===== config.mk =====
export PLATFORM = sky130hd
export DESIGN_NAME = eeprom_shadow_access_ctrl
export DESIGN_NICKNAME = d
export VERILOG_FILES = /design/src/eeprom_shadow_pkg.sv /design/src/eeprom_shadow_access_ctrl.sv
export SDC_FILE = /design/constraint.sdc
export NUM_CORES = 2
export LEC_CHECK = 0
export BUFFER_PORTS_ARGS = -buffer_cell sky130_fd_sc_hd__buf_2
export CORE_ASPECT_RATIO = 1.75
export CORE_MARGIN = 1
export CORE_UTILIZATION = 45
export DETAILED_ROUTE_END_ITERATION = 16
export PLACE_DENSITY = 0.74
export SLEW_MARGIN = 15
export SYNTH_ARGS = -nofsm -noshare
export SYNTH_HDL_FRONTEND = slang
export SYNTH_SLANG_ARGS = --single-unit

===== constraint.sdc =====
create_clock -name clk_sys -period 3.9 [get_ports clk_sys]
set_clock_uncertainty 0.05 [all_clocks]
set_input_delay 0.585 -clock clk_sys [delete_from_list [all_inputs] [get_ports clk_sys]]
set_output_delay 0.585 -clock clk_sys [all_outputs]
set_load 0.005 [all_outputs]

===== src/eeprom_shadow_pkg.sv =====
// constants, types and register map for the non-volatile memory access controller
package eeprom_shadow_pkg;

    // direct register byte offsets
    localparam logic [5:0] OFS_WR_ADDR = 6'h03;
    localparam logic [5:0] OFS_WR_DATA_B3 = 6'h04;
    localparam logic [5:0] OFS_WR_DATA_B2 = 6'h05;
    localparam logic [5:0] OFS_WR_DATA_B1 = 6'h06;
    localparam logic [5:0] OFS_WR_DATA_B0 = 6'h07;
    localparam logic [5:0] OFS_WR_CTRL = 6'h08;
    localparam logic [5:0] OFS_WR_STAT = 6'h09;
    localparam logic [5:0] OFS_CTRL = 6'h1e;
    localparam logic [5:0] OFS_CTRL_INIT = 6'h1f;
    localparam logic [5:0] OFS_KEY = 6'h3c;

    // field positions inside the addressed byte
    localparam int EXW_BIT = 7;
    localparam int WIP_BIT = 0;
    localparam int WDN_BIT = 0;
    localparam int SPECIAL_LSB = 4;

    // extended address map
    localparam int NV_WORDS = 64;
    localparam logic [1:0] REGION_NV = 2'h0;
    localparam logic [1:0] REGION_SHADOW = 2'h1;
    localparam logic [7:0] SHADOW_OFFSET = 8'h40;
    localparam logic [31:0] SHADOW_MASK = 32'h00ff_ffff;

    // lock field location and codes
    localparam logic [5:0] LOCK_WORD = 6'h0b;
    localparam int LOCK_LSB = 20;
    localparam logic [3:0] LOCK_NV_ONLY = 4'hc;
    localparam logic [3:0] LOCK_ALL = 4'h3;
    localparam logic [3:0] LOCK_RESET = 4'h0;

    // unlock key sequence, last entry (index 0) written first
    localparam logic [4:0][7:0] UNLOCK_KEYS = {8'h77, 8'h1f, 8'h81, 8'h27, 8'h00};
    localparam logic [2:0] KEY_LAST = 3'h4;

    // special-function codes
    localparam logic [3:0] SPECIAL_NORMAL = 4'h0;
    localparam logic [3:0] SPECIAL_LOW = 4'h1;
    localparam logic [3:0] SPECIAL_HIGH = 4'h2;
    localparam logic [7:0] INITIATE_CODE = 8'ha5;

    // timing
    localparam int CLK_KHZ = 250000;
    localparam int NV_WRITE_MS = 24;
    localparam int NV_WRITE_CYC = NV_WRITE_MS * CLK_KHZ;

    typedef enum logic [1:0] {
        MARGIN_NORMAL = 2'b00,
        MARGIN_LOW = 2'b01,
        MARGIN_HIGH = 2'b10
    } margin_type;

    typedef enum logic [3:0] {
        ST_LOAD_REQ = 4'b0001,
        ST_LOAD_WAIT = 4'b0010,
        ST_IDLE = 4'b0100,
        ST_NV_WAIT = 4'b1000
    } state_type;

    typedef struct packed {
        logic en;
        logic [5:0] addr;
        logic [7:0] data;
    } reg_wr_type;

    typedef struct packed {
        logic valid;
        logic write;
        logic [5:0] addr;
        logic [31:0] data;
    } nv_req_type;

endpackage


===== src/eeprom_shadow_access_ctrl.sv =====
// non-volatile parameter memory and shadow copy access controller
//
// Notes on behaviour
// - power-up copies all parameters into shadow
// - shadow word sits 0x40 above its original
// - shadow drops unused bits, reads zero
// - shadow writes need unlock; only lock code 0x3 blocks them
// - reads always allowed, even locked
// - five key bytes written in order unlock
// - unlock persists until power-on reset
// - margin modes need unlocked device
// - lock code 0xc blocks non-volatile writes
// - lock code 0x3 blocks all writes
// - 8-bit write address selects target
// - write data loaded MSB first
// - trigger bit starts whole-word transfer
// - done flag set; slow write bounded
// - shadow write finishes in one cycle
// - done flag at bit 0 of next byte
// - violation ends transfer, sets done, warning
// - aborted non-volatile write sets error bit
// - special 0001 lowers read threshold
// - special 0010 raises read threshold
// - setting applies only after 0xa5 confirm
// - margin codes persist and read back
// - writing 0000 restores normal threshold
`timescale 1ns/100ps
module eeprom_shadow_access_ctrl #(
    parameter int NV_WRITE_CYCLES = eeprom_shadow_pkg::NV_WRITE_CYC
) (
    // clock and reset
    input wire logic clk_sys,
    input wire logic reset_n,
    // direct register byte port
    input wire eeprom_shadow_pkg::reg_wr_type reg_wr,
    input wire logic reg_rd_en,
    input wire logic [5:0] reg_rd_addr,
    output logic [7:0] reg_rd_data,
    // non-volatile memory macro
    output eeprom_shadow_pkg::nv_req_type nv_req,
    input wire logic nv_done,
    input wire logic nv_fail,
    input wire logic [31:0] nv_rdata,
    output eeprom_shadow_pkg::margin_type nv_margin,
    // shadow configuration read port
    input wire logic [5:0] cfg_addr,
    output logic [31:0] cfg_data,
    // status and diagnostics
    output logic load_done,
    output logic unlocked,
    output logic xee_warn,
    output logic xee_err,
    input wire logic warn_clear,
    input wire logic err_clear
);
    eeprom_shadow_pkg::state_type state_q;
    eeprom_shadow_pkg::nv_req_type nv_req_q;
    eeprom_shadow_pkg::margin_type margin_q;
    logic [31:0] shadow_mem [eeprom_shadow_pkg::NV_WORDS];
    logic [5:0] load_idx_q;
    logic [3:0] lock_q;
    logic [2:0] key_idx_q;
    logic unlocked_q;
    logic [7:0] wr_addr_q;
    logic [31:0] wr_data_q;
    logic trig_pend_q;
    logic wdn_q;
    logic warn_q;
    logic err_q;
    logic [3:0] special_q;
    logic [31:0] wait_cnt_q;
    logic [31:0] cfg_data_q;
    logic [7:0] rd_data_q;
    logic wr_key;
    logic wr_ctrl;
    logic wr_init;
    logic trig_set;
    logic take;
    logic is_nv;
    logic is_sh;
    logic violate;
    logic viol_ev;
    logic sh_ev;
    logic nv_start;
    logic timeout;
    logic nv_end;
    logic nv_bad;
    logic done_ev;
    logic wip;
    logic confirm;
    // register write decode
    assign wr_key = reg_wr.en && (reg_wr.addr == eeprom_shadow_pkg::OFS_KEY);
    assign wr_ctrl = reg_wr.en && (reg_wr.addr == eeprom_shadow_pkg::OFS_CTRL);
    assign wr_init = reg_wr.en && (reg_wr.addr == eeprom_shadow_pkg::OFS_CTRL_INIT);
    assign trig_set = reg_wr.en && (reg_wr.addr == eeprom_shadow_pkg::OFS_WR_CTRL)
                      && reg_wr.data[eeprom_shadow_pkg::EXW_BIT];
    assign confirm = wr_init && (reg_wr.data == eeprom_shadow_pkg::INITIATE_CODE);
    // a pending trigger is taken only once loading has finished
    assign take = (state_q == eeprom_shadow_pkg::ST_IDLE) && trig_pend_q;
    assign is_nv = (wr_addr_q[7:6] == eeprom_shadow_pkg::REGION_NV);
    assign is_sh = (wr_addr_q[7:6] == eeprom_shadow_pkg::REGION_SHADOW);
    // protection check: unlock, lock codes, unmapped extended address
    always_comb begin
        violate = 1'b0;
        if (!unlocked_q) begin
            violate = 1'b1;
        end else if (!is_nv && !is_sh) begin
            violate = 1'b1;
        end else if (lock_q == eeprom_shadow_pkg::LOCK_ALL) begin
            violate = 1'b1;
        end else if (is_nv && (lock_q == eeprom_shadow_pkg::LOCK_NV_ONLY)) begin
            violate = 1'b1;
        end
    end
    assign viol_ev = take && violate;
    assign sh_ev = take && !violate && is_sh;
    assign nv_start = take && !violate && is_nv;
    assign timeout = (wait_cnt_q >= 32'(NV_WRITE_CYCLES - 1));
    assign nv_end = (state_q == eeprom_shadow_pkg::ST_NV_WAIT) && (nv_done || timeout);
    assign nv_bad = (state_q == eeprom_shadow_pkg::ST_NV_WAIT)
                    && ((nv_done && nv_fail) || (timeout && !nv_done));
    assign done_ev = viol_ev || sh_ev || nv_end;
    assign wip = trig_pend_q || (state_q == eeprom_shadow_pkg::ST_NV_WAIT);
    // sequencer: power-up load, then non-volatile write handling
    always_ff @(posedge clk_sys or negedge reset_n) begin
        if (!reset_n) begin
            state_q <= eeprom_shadow_pkg::ST_LOAD_REQ;
            nv_req_q <= '0;
            load_idx_q <= 6'h00;
            lock_q <= eeprom_shadow_pkg::LOCK_RESET;
            wait_cnt_q <= 32'h0000_0000;
        end else begin
            case (state_q)
                eeprom_shadow_pkg::ST_LOAD_REQ: begin
                    nv_req_q <= '{valid: 1'b1, write: 1'b0, addr: load_idx_q,
                                  data: 32'h0000_0000};
                    state_q <= eeprom_shadow_pkg::ST_LOAD_WAIT;
                end
                eeprom_shadow_pkg::ST_LOAD_WAIT: begin
                    if (nv_done) begin
                        nv_req_q <= '0;
                        if (load_idx_q == eeprom_shadow_pkg::LOCK_WORD) begin
                            lock_q <= nv_rdata[eeprom_shadow_pkg::LOCK_LSB +: 4];
                        end
                        if (load_idx_q == 6'(eeprom_shadow_pkg::NV_WORDS - 1)) begin
                            state_q <= eeprom_shadow_pkg::ST_IDLE;
                        end else begin
                            load_idx_q <= load_idx_q + 6'h01;
                            state_q <= eeprom_shadow_pkg::ST_LOAD_REQ;
                        end
                    end
                end
                eeprom_shadow_pkg::ST_IDLE: begin
                    if (nv_start) begin
                        nv_req_q <= '{valid: 1'b1, write: 1'b1, addr: wr_addr_q[5:0],
                                      data: wr_data_q};
                        wait_cnt_q <= 32'h0000_0000;
                        state_q <= eeprom_shadow_pkg::ST_NV_WAIT;
                    end
                end
                eeprom_shadow_pkg::ST_NV_WAIT: begin
                    wait_cnt_q <= wait_cnt_q + 32'h0000_0001;
                    if (nv_end) begin
                        nv_req_q <= '0;
                        state_q <= eeprom_shadow_pkg::ST_IDLE;
                    end
                end
                default: begin
                    state_q <= eeprom_shadow_pkg::ST_IDLE;
                end
            endcase
        end
    end

    // shadow copy: loaded at power-up, written by extended shadow writes
    always_ff @(posedge clk_sys) begin
        if (state_q == eeprom_shadow_pkg::ST_LOAD_WAIT && nv_done) begin
            shadow_mem[load_idx_q] <= nv_rdata & eeprom_shadow_pkg::SHADOW_MASK;
        end else if (sh_ev) begin
            shadow_mem[wr_addr_q[5:0]] <= wr_data_q & eeprom_shadow_pkg::SHADOW_MASK;
        end
    end

    // configuration read port for the operating logic
    always_ff @(posedge clk_sys or negedge reset_n) begin
        if (!reset_n) begin
            cfg_data_q <= 32'h0000_0000;
        end else begin
            cfg_data_q <= load_done ? shadow_mem[cfg_addr] : 32'h0000_0000;
        end
    end

    // unlock key sequencer; any wrong byte restarts it
    always_ff @(posedge clk_sys or negedge reset_n) begin
        if (!reset_n) begin
            key_idx_q <= 3'h0;
            unlocked_q <= 1'b0;
        end else if (wr_key && !unlocked_q) begin
            if (reg_wr.data == eeprom_shadow_pkg::UNLOCK_KEYS[key_idx_q]) begin
                if (key_idx_q == eeprom_shadow_pkg::KEY_LAST) begin
                    unlocked_q <= 1'b1;
                    key_idx_q <= 3'h0;
                end else begin
                    key_idx_q <= key_idx_q + 3'h1;
                end
            end else if (reg_wr.data == eeprom_shadow_pkg::UNLOCK_KEYS[0]) begin
                key_idx_q <= 3'h1;
            end else begin
                key_idx_q <= 3'h0;
            end
        end
    end

    // extended write address and data registers
    always_ff @(posedge clk_sys or negedge reset_n) begin
        if (!reset_n) begin
            wr_addr_q <= 8'h00;
            wr_data_q <= 32'h0000_0000;
        end else if (reg_wr.en) begin
            if (reg_wr.addr == eeprom_shadow_pkg::OFS_WR_ADDR) begin
                wr_addr_q <= reg_wr.data;
            end else if (reg_wr.addr == eeprom_shadow_pkg::OFS_WR_DATA_B3) begin
                wr_data_q[31:24] <= reg_wr.data;
            end else if (reg_wr.addr == eeprom_shadow_pkg::OFS_WR_DATA_B2) begin
                wr_data_q[23:16] <= reg_wr.data;
            end else if (reg_wr.addr == eeprom_shadow_pkg::OFS_WR_DATA_B1) begin
                wr_data_q[15:8] <= reg_wr.data;
            end else if (reg_wr.addr == eeprom_shadow_pkg::OFS_WR_DATA_B0) begin
                wr_data_q[7:0] <= reg_wr.data;
            end
        end
    end

    // trigger pending and done flag; a new trigger beats the take
    always_ff @(posedge clk_sys or negedge reset_n) begin
        if (!reset_n) begin
            trig_pend_q <= 1'b0;
            wdn_q <= 1'b0;
        end else begin
            trig_pend_q <= trig_set || (trig_pend_q && !take);
            if (done_ev) begin
                wdn_q <= 1'b1;
            end else if (trig_set) begin
                wdn_q <= 1'b0;
            end
        end
    end

    // sticky warning and error bits; set wins over clear
    always_ff @(posedge clk_sys or negedge reset_n) begin
        if (!reset_n) begin
            warn_q <= 1'b0;
            err_q <= 1'b0;
        end else begin
            warn_q <= viol_ev || (warn_q && !warn_clear);
            err_q <= nv_bad || (viol_ev && is_nv) || (err_q && !err_clear);
        end
    end

    // special-function field and read threshold mode
    always_ff @(posedge clk_sys or negedge reset_n) begin
        if (!reset_n) begin
            special_q <= eeprom_shadow_pkg::SPECIAL_NORMAL;
            margin_q <= eeprom_shadow_pkg::MARGIN_NORMAL;
        end else if (wr_ctrl) begin
            special_q <= reg_wr.data[eeprom_shadow_pkg::SPECIAL_LSB +: 4];
            if (reg_wr.data[eeprom_shadow_pkg::SPECIAL_LSB +: 4]
                    == eeprom_shadow_pkg::SPECIAL_NORMAL) begin
                margin_q <= eeprom_shadow_pkg::MARGIN_NORMAL;
            end
        end else if (confirm) begin
            if (unlocked_q && special_q == eeprom_shadow_pkg::SPECIAL_LOW) begin
                margin_q <= eeprom_shadow_pkg::MARGIN_LOW;
            end else if (unlocked_q && special_q == eeprom_shadow_pkg::SPECIAL_HIGH) begin
                margin_q <= eeprom_shadow_pkg::MARGIN_HIGH;
            end else begin
                margin_q <= eeprom_shadow_pkg::MARGIN_NORMAL;
                special_q <= eeprom_shadow_pkg::SPECIAL_NORMAL;
            end
        end
    end

    // register read: answered one cycle after reg_rd_en
    always_ff @(posedge clk_sys or negedge reset_n) begin
        if (!reset_n) begin
            rd_data_q <= 8'h00;
        end else if (reg_rd_en) begin
            if (reg_rd_addr == eeprom_shadow_pkg::OFS_WR_ADDR) begin
                rd_data_q <= wr_addr_q;
            end else if (reg_rd_addr == eeprom_shadow_pkg::OFS_WR_DATA_B3) begin
                rd_data_q <= wr_data_q[31:24];
            end else if (reg_rd_addr == eeprom_shadow_pkg::OFS_WR_DATA_B2) begin
                rd_data_q <= wr_data_q[23:16];
            end else if (reg_rd_addr == eeprom_shadow_pkg::OFS_WR_DATA_B1) begin
                rd_data_q <= wr_data_q[15:8];
            end else if (reg_rd_addr == eeprom_shadow_pkg::OFS_WR_DATA_B0) begin
                rd_data_q <= wr_data_q[7:0];
            end else if (reg_rd_addr == eeprom_shadow_pkg::OFS_WR_CTRL) begin
                rd_data_q <= {7'h00, wip};
            end else if (reg_rd_addr == eeprom_shadow_pkg::OFS_WR_STAT) begin
                rd_data_q <= {7'h00, wdn_q};
            end else if (reg_rd_addr == eeprom_shadow_pkg::OFS_CTRL) begin
                rd_data_q <= {special_q, 4'h0};
            end else begin
                rd_data_q <= 8'h00;
            end
        end
    end

    assign reg_rd_data = rd_data_q;
    assign nv_req = nv_req_q;
    assign nv_margin = margin_q;
    assign cfg_data = cfg_data_q;
    assign load_done = (state_q == eeprom_shadow_pkg::ST_IDLE)
                       || (state_q == eeprom_shadow_pkg::ST_NV_WAIT);
    assign unlocked = unlocked_q;
    assign xee_warn = warn_q;
    assign xee_err = err_q;
endmodule // eeprom_shadow_access_ctrl


* Word-level counts from Yosys, hierarchy flattened
Memory sizes are Yosys's and may differ from the RTL's. Index checks and enable logic that the tools add are counted. W data, S select, Z words.
Word-level totals: output and inout port bits 86, ROM bits 64, memories kept 2, input bits 66, bits in registers 180, memory bits (writable) 1536
Memories:
- shadow_mem | depth 64, bits a word 24, rd ports 1, clocked after Yosys merged registers in 0, wr ports 1, RTL line eeprom_shadow_access_ctrl.sv:59 | logic [31:0] shadow_mem [eeprom_shadow_pkg::NV_WORDS];
- (name not given) | depth 8, bits a word 8, rd ports 1, clocked after Yosys merged registers in 0, wr ports 0, RTL line eeprom_shadow_access_ctrl.sv:199 | if (reg_wr.data == eeprom_shadow_pkg::UNLOCK_KEYS[key_idx_q]) begin
Cells by class: bitwise operators 5, reductions and logical operators 64, multiplexer cells 47, $lt $le $gt $ge 2, add/subtract/negate cells 3, equality and inequality tests 37
Operators with widths (number):
- $pmux W40 S4 | 1
- $mux W40 | 3
- $mux W8 | 9
- $mux W32 | 2
- $pmux W32 S2 | 1
- $eq A6 B3 Y1 const B | 8
- $add A32 B1 Y32 const B | 1
- $ge A32 B23 Y1 const B | 1
- $mux W4 | 7
- $logic_and A1 B1 Y1 | 25
- $eq A6 B4 Y1 const B | 4
- $mux W24 | 1
- $reduce_or A24 Y1 | 1
- $eq A6 B5 Y1 const B | 3
- $reduce_and A3 Y1 | 6
- $pmux W4 S4 | 1
- $mux W1 | 13
- $eq A4 B2 Y1 const B | 3
- $eq A6 B2 Y1 const B | 2
- $eq A6 B6 Y1 const B | 2
- $logic_or A1 B1 Y1 | 10
- $mux W2 | 5
- $ne A2 B2 Y1 const B | 5
- $mux W3 | 3
- 23 further kinds | 41

* Longest topological paths before layout
word-level depth 14, mapped depth 11, depth with buffers taken out 8

* Worst setup path after synthesis
Ideal clock, no wire load.
kind reg-to-reg, start register state_q[3], end memory shadow_mem[48][0] in the netlist's numbering, enable pin, arrival 3249 ps, path buffers 3, slack 196 ps, stages on the path, launching flop included 10, cells stage by stage dfrtp_1 > buf_6 > nor4b_4 > nand2_2 > or4b_1 > buf_4 > mux2i_4 > or2_2 > buf_2 > nor2_1
Between the ends: cells in the longest elaborated chain, start to end 9
Ends and longest elaborated chain:
- start: declaration | RTL line eeprom_shadow_access_ctrl.sv:56 | eeprom_shadow_pkg::state_type state_q;
- start signal: assignment | RTL line eeprom_shadow_access_ctrl.sv:127 | state_q <= eeprom_shadow_pkg::ST_LOAD_REQ;
- start signal: assignment | RTL line eeprom_shadow_access_ctrl.sv:137 | state_q <= eeprom_shadow_pkg::ST_LOAD_WAIT;
- start signal: assignment | RTL line eeprom_shadow_access_ctrl.sv:146 | state_q <= eeprom_shadow_pkg::ST_IDLE;
- $eq A4 B3 Y1 | RTL line eeprom_shadow_access_ctrl.sv:99 | assign take = (state_q == eeprom_shadow_pkg::ST_IDLE) && trig_pend_q;
- $logic_and A1 B1 Y1 | RTL line eeprom_shadow_access_ctrl.sv:99
- $logic_and A1 B1 Y1 (2 in series) | RTL line eeprom_shadow_access_ctrl.sv:116 | assign sh_ev = take && !violate && is_sh;
- $mux W1 | RTL line eeprom_shadow_access_ctrl.sv:179 | end else if (sh_ev) begin
- $mux W1 | RTL line eeprom_shadow_access_ctrl.sv:177 | if (state_q == eeprom_shadow_pkg::ST_LOAD_WAIT && nv_done) begin
- $mux W1 (implied by the code) | RTL line eeprom_shadow_access_ctrl.sv:180 | shadow_mem[wr_addr_q[5:0]] <= wr_data_q & eeprom_shadow_pkg::SHADOW_MASK;
- $reduce_or A24 Y1 (no line)
- $mux W6 (no line) or $mux W1 (tied branches)
- end: declaration | RTL line eeprom_shadow_access_ctrl.sv:59
Several ways; a longest one is shown, not always the timed one.

* Worst setup path after layout
start register state_q[1], end memory shadow_mem[29][8] in the netlist's numbering (data pin)
Between the ends: cells in the longest elaborated chain, start to end 9
Ends and longest elaborated chain (RTL line):
- $eq A4 B3 Y1 | eeprom_shadow_access_ctrl.sv:99
- $logic_and A1 B1 Y1 | eeprom_shadow_access_ctrl.sv:99
- $logic_and A1 B1 Y1 (2 in series) | eeprom_shadow_access_ctrl.sv:116
- $mux W1 | eeprom_shadow_access_ctrl.sv:179
- $mux W1 * | eeprom_shadow_access_ctrl.sv:177
- $mux W1 (implied by the code) * | eeprom_shadow_access_ctrl.sv:180
- $reduce_or A24 Y1 (no line) *
- $mux W24 (no line) *
Every way passes the cells marked *; elsewhere a longest branch is shown, timed or not.

==> flow_summary.html <==
<table>
<tr><th>Metric</th><th>Value</th></tr>
<tr><th colspan="2">Status</th></tr>
<tr><td>Run status</td><td>finished, final reports clean</td></tr>
<tr><th colspan="2">Pwr</th></tr>
<tr><td>Cell internal pwr</td><td>28.9 mW</td></tr>
<tr><td>Comb power frac</td><td>0.079</td></tr>
<tr><td>Static Leak</td><td>25.2 nW</td></tr>
<tr><td>Clock network power share</td><td>0.377</td></tr>
<tr><td>Sequential fraction of design power</td><td>0.545</td></tr>
<tr><td>Largest voltage drop on the vdd net</td><td>around 500 uV</td></tr>
<tr><td>Share of total power consumed by net switching</td><td>0.228</td></tr>
<tr><td>Total net switching power</td><td>8.55 mW</td></tr>
<tr><td>Areal power density over the cells</td><td>491 nW/um2</td></tr>
<tr><th colspan="2">Clock network</th></tr>
<tr><td>Root buffer cell</td><td>sky130_fd_sc_hd__clkbuf_16</td></tr>
<tr><td>Clock insertion delay at the later pin of the skew report</td><td>780 ps</td></tr>
<tr><td>CTS buffer count</td><td>between 100 and 150</td></tr>
<tr><td>CTS max path bufs</td><td>3</td></tr>
<tr><td>Quantity of gates resized following cts</td><td>0</td></tr>
<tr><td>Num Clock Sinks</td><td>1708</td></tr>
<tr><td>Post CTS Setup Buffer Count</td><td>0</td></tr>
<tr><td>CTS tree</td><td>built</td></tr>
<tr><td>H-tree lvl count</td><td>4</td></tr>
<tr><td>Clock slew at the register clock pins of the worst setup and hold paths</td><td>60 ps</td></tr>
<tr><th colspan="2">Critical path</th></tr>
<tr><td>Crit. End Element</td><td>flop</td></tr>
<tr><td>Worst-path cell chain</td><td>nor4b_4 &gt; nand2_2 &gt; or4b_2 &gt; buf_4 &gt; mux2_2 &gt; buf_4</td></tr>
<tr><td>CP most frequent cell</td><td>sky130_fd_sc_hd__buf_4</td></tr>
<tr><td>Type of the setup path with the least slack</td><td>flop to flop</td></tr>
<tr><td>Kind of start point of the critical path</td><td>flop</td></tr>
<tr><td>Endpoint of the lowest-slack register-to-register path</td><td>shadow_mem[29][8]</td></tr>
<tr><td>Data arrival time of the worst path</td><td>4150 ps</td></tr>
<tr><td>Cell with the largest stage delay on the worst path</td><td>sky130_fd_sc_hd__or4b_2</td></tr>
<tr><td>Setup slack of the worst register-to-register path</td><td>120 ps</td></tr>
<tr><td>Top cell family by delay on the critical path</td><td>simple AND/OR/NAND/NOR gates</td></tr>
<tr><td>Maximum fanout count along the critical path</td><td>64</td></tr>
<tr><td>Required time reported for the critical path endpoint</td><td>4270 ps</td></tr>
<tr><td>Launching point of the worst reg2reg path</td><td>state_q[1]</td></tr>
<tr><td>Worst r2r path cells</td><td>6</td></tr>
<tr><td>Max incr delay on CP</td><td>900 ps</td></tr>
<tr><td>Number of buffer and inverter instances along the worst setup path</td><td>2</td></tr>
<tr><th colspan="2">Timing</th></tr>
<tr><td>PnR worst setup slack</td><td>118 ps</td></tr>
<tr><td>Tightest slew margin relative to the limit</td><td>0.314</td></tr>
<tr><td>Post-layout minimum cycle time</td><td>between 3000 and 4000 ps</td></tr>
<tr><td>FMAX</td><td>264 MHz</td></tr>
<tr><td>Final Hold Vio Count</td><td>0</td></tr>
<tr><td>Final setup viols</td><td>0</td></tr>
<tr><td>Unrepaired setup endpoints after global routing</td><td>false</td></tr>
<tr><td>Fin crit share</td><td>0.970</td></tr>
<tr><td>Least-Margin Pin Slew</td><td>1030 ps</td></tr>
<tr><td>Setup total negative slack</td><td>0 ps</td></tr>
<tr><td>Number of pins with negative max-slew slack in the final report</td><td>0</td></tr>
<tr><th colspan="2">Global route</th></tr>
<tr><td>Maximum number of pins on one net before global-route repair</td><td>between 70 and 80</td></tr>
<tr><td>Vias in the first global route</td><td>35200</td></tr>
<tr><td>Antenna violations before repair</td><td>15</td></tr>
<tr><td>Tot GR Track Use</td><td>0.235</td></tr>
<tr><td>Grt ovf</td><td>0</td></tr>
<tr><td>Wire length of the first global-routing pass</td><td>249000 um</td></tr>
<tr><th colspan="2">Logic synthesis</th></tr>
<tr><td>Synthesis-stage register bit count</td><td>1708</td></tr>
<tr><td>Post-synth top flop</td><td>sky130_fd_sc_hd__edfxtp_1</td></tr>
<tr><td>Post-Syn Area per Cell</td><td>20.2 um2</td></tr>
<tr><td>Area contributors post-synth</td><td>sky130_fd_sc_hd__edfxtp_1, sky130_fd_sc_hd__mux4_2, sky130_fd_sc_hd__dfrtp_1, sky130_fd_sc_hd__mux2i_1, sky130_fd_sc_hd__mux2_2</td></tr>
<tr><td>Sequential cell area fraction in the yosys report</td><td>0.758</td></tr>
<tr><td>Xor and xnor area share after synthesis</td><td>0.00118</td></tr>
<tr><td>Adder-cell share of the synthesized area</td><td>0.00150</td></tr>
<tr><td>Post-synthesis instance area</td><td>66600 um2</td></tr>
<tr><td>Compound-gate portion of the synthesized area</td><td>0.0364</td></tr>
<tr><td>Syn. warnings</td><td>0</td></tr>
<tr><td>Post-synthesis cell count</td><td>3287</td></tr>
<tr><td>Number of enable-type register cells in the synthesized netlist</td><td>1536</td></tr>
<tr><td>Largest area contributor in the netlist</td><td>sky130_fd_sc_hd__edfxtp_1</td></tr>
<tr><td>Leading cell type by number of instances after synthesis</td><td>sky130_fd_sc_hd__edfxtp_1</td></tr>
<tr><td>Simple-Gate Fraction of Synth Area</td><td>0.0327</td></tr>
<tr><td>Multiplexer share of the synthesized area</td><td>0.156</td></tr>
<tr><td>Fraction of post-synthesis cell area in the top cell type by area</td><td>0.693</td></tr>
<tr><td>Commonest cells in the netlist</td><td>sky130_fd_sc_hd__edfxtp_1, sky130_fd_sc_hd__mux4_2, sky130_fd_sc_hd__dfrtp_1, sky130_fd_sc_hd__nor2_1, sky130_fd_sc_hd__nand2_1</td></tr>
<tr><td>Largest family of logic cells by synthesized area</td><td>multiplexers</td></tr>
<tr><td>Async S/R FF share, synth</td><td>0.101</td></tr>
<tr><td>Number of different library cells in the post-synthesis netlist</td><td>between 70 and 80</td></tr>
<tr><th colspan="2">Hold path</th></tr>
<tr><td>Number of cells on the worst hold path</td><td>4</td></tr>
<tr><td>Type of the most critical hold path</td><td>input port to flop</td></tr>
<tr><td>Hold Crit Start</td><td>err_clear</td></tr>
<tr><td>Hold-critical path endpoint</td><td>xee_err</td></tr>
<tr><th colspan="2">Placement</th></tr>
<tr><td>Instance count after placement with tap cells included</td><td>between 5000 and 6000</td></tr>
<tr><td>Count of input and output buffers</td><td>135</td></tr>
<tr><td>Gp weighted congestion</td><td>0.929</td></tr>
<tr><td>Hpwl dp</td><td>110000 um</td></tr>
<tr><td>Worst slack at placement</td><td>between 200 and 250 ps</td></tr>
<tr><th colspan="2">Drt</th></tr>
<tr><td>Number of detailed-route iterations in the first pass</td><td>7</td></tr>
<tr><td>Final antenna-violating net count</td><td>0</td></tr>
<tr><td>Average routed wire per standard cell</td><td>between 30 and 40 um</td></tr>
<tr><td>Total wirelength of the detailed-routed design</td><td>between 150000 and 200000 um</td></tr>
<tr><td>Vias post-DR</td><td>between 30000 and 40000</td></tr>
<tr><td>Via count normalized by instance count</td><td>6.06</td></tr>
<tr><td>DR DRC count</td><td>0</td></tr>
<tr><td>DRC marker count from the first detailed-route iteration</td><td>3827</td></tr>
<tr><th colspan="2">Layout</th></tr>
<tr><td>Share of cells above drive strength 1</td><td>0.297</td></tr>
<tr><td>Layout overhead on the synthesized area</td><td>14.6%</td></tr>
<tr><td>Fin nets</td><td>3694</td></tr>
<tr><td>Layout Cells excl Fill</td><td>5713</td></tr>
<tr><th colspan="2">Floorplanning</th></tr>
<tr><td>Die H</td><td>around 510 um</td></tr>
<tr><td>Effective utilization at floorplan</td><td>0.453</td></tr>
<tr><td>Num rows</td><td>approximately 190</td></tr>
<tr><td>Floorplan die width</td><td>293 um</td></tr>
<tr><td>IO Pins</td><td>~150</td></tr>
<tr><td>Die outline area</td><td>150000 um2</td></tr>
<tr><td>Core outline area</td><td>147000 um2</td></tr>
<tr><th colspan="2">Job</th></tr>
<tr><td>Max-capacitance violation count</td><td>0</td></tr>
</table>
[metrics by stage]
stage	power (mW)	hold WS [ps]	area, um2	util
global route	38.4	43.8	76300	0.519
global placement	23.7	409	71700	0.488
finish	37.4	58.3	76300	0.519
floorplan	22.2	239	66600	-
CTS	37.6	8.40	76300	0.519
detailed placement	23.7	420	71700	0.488
[placed cells by master (no fill, tap or decap), types with 21 or more instances in the layout]
cell                           n
sky130_fd_sc_hd__a22oi_1      23
sky130_fd_sc_hd__o22ai_1      92
sky130_fd_sc_hd__o21ai_0      53
sky130_fd_sc_hd__clkbuf_1     27
sky130_fd_sc_hd__mux2_2       73
sky130_fd_sc_hd__nor2_2       64
sky130_fd_sc_hd__clkinv_1     28
sky130_fd_sc_hd__buf_2       131
sky130_fd_sc_hd__nor3_1       26
sky130_fd_sc_hd__edfxtp_1   1536
sky130_fd_sc_hd__nand3_1      58
sky130_fd_sc_hd__nor2_1       77
sky130_fd_sc_hd__mux4_2      380
sky130_fd_sc_hd__a22o_1       54
sky130_fd_sc_hd__inv_1        22
sky130_fd_sc_hd__mux2i_1      98
sky130_fd_sc_hd__buf_12       69
sky130_fd_sc_hd__buf_4       160
sky130_fd_sc_hd__dfrtp_1     171
sky130_fd_sc_hd__clkbuf_16   147
sky130_fd_sc_hd__nand2_1     108
sky130_fd_sc_hd__nand2b_1     23
sky130_fd_sc_hd__clkinv_2     21
sky130_fd_sc_hd__a21oi_1      44
[repair_timing]
item                                    CTS  global route
hold buffers                              4             0
endpoints found under the setup margin    0             0
endpoints found under the hold margin    62             0
[cell type report]
class                           instances  area [um2]
Fill cell                           11200       70600
Sequential cell                      1708       50400
Inverter                               22        82.6
Multi-Input combinational cell       1381       15400
Tap cell                             1974        2470
Timing Repair Buffer                  368        3340
Antenna cell                            4        10.0
Clock buffer                          175        3790
Clock inverter                         81         729
[power groups by stage]
| stage | registers, mW | logic, mW | clock network (mW) |
|---|---|---|---|
| after floorplan | 20.7 | 1.52 | 0 |
| after global placement | 20.8 | 2.87 | 0 |
| after detailed placement | 20.8 | 2.91 | 0 |
| after CTS | 20.4 | 2.93 | 14.3 |
| after global routing | 20.4 | 3.07 | 14.9 |
| final | 20.4 | 2.94 | 14.1 |
[sequential cells by signal, indices dropped and copies added (netlist names), 6 cells and up]
signal       count
wr_addr_q        8
nv_req          40
wait_cnt_q      32
shadow_mem    1536
cfg_data        24
load_idx_q       6
wr_data_q       32
reg_rd_data      8
[how the worst max path moves through the flow]
stage,depth (start not counted),start,slack (ps),endpoint
after CTS,6,state_q[1],190,shadow_mem[29][8]
after global placement,8,state_q[1],250,shadow_mem[56][15]
final,6,state_q[1],120,shadow_mem[29][8]
after floorplan,9,state_q[3],200,shadow_mem[48][0]
after global routing,8,state_q[1],40,shadow_mem[56][18]
after detailed placement,8,state_q[1],230,shadow_mem[40][1]
[worst min-delay path, stage by stage]
cell	delay (ps)
sky130_fd_sc_hd__buf_2	100
sky130_fd_sc_hd__inv_1	40
sky130_fd_sc_hd__a21oi_1	50
sky130_fd_sc_hd__o21ai_0	60
[cells by family (layout without fill, tap and decap cells)]
logic type	Yosys count	count (layout)
mux	554	554
fa+ha+maj	8	8
flops	1708	1708
xor+xnor	9	9
buf+inv	205	646
compound gates	353	353
simple gates	449	449
other cells	1	12
[per-layer routing]
metal,GRT usage,up-vias,share of wire
met5,0,-,0.00031
met4,0.175,10,0.083
met3,0.0369,400,0.075
met2,0.397,1854,0.51
met1,0.269,18200,0.33
li1,-,14200,-
Note: power is estimated with default switching activity, not from simulation.
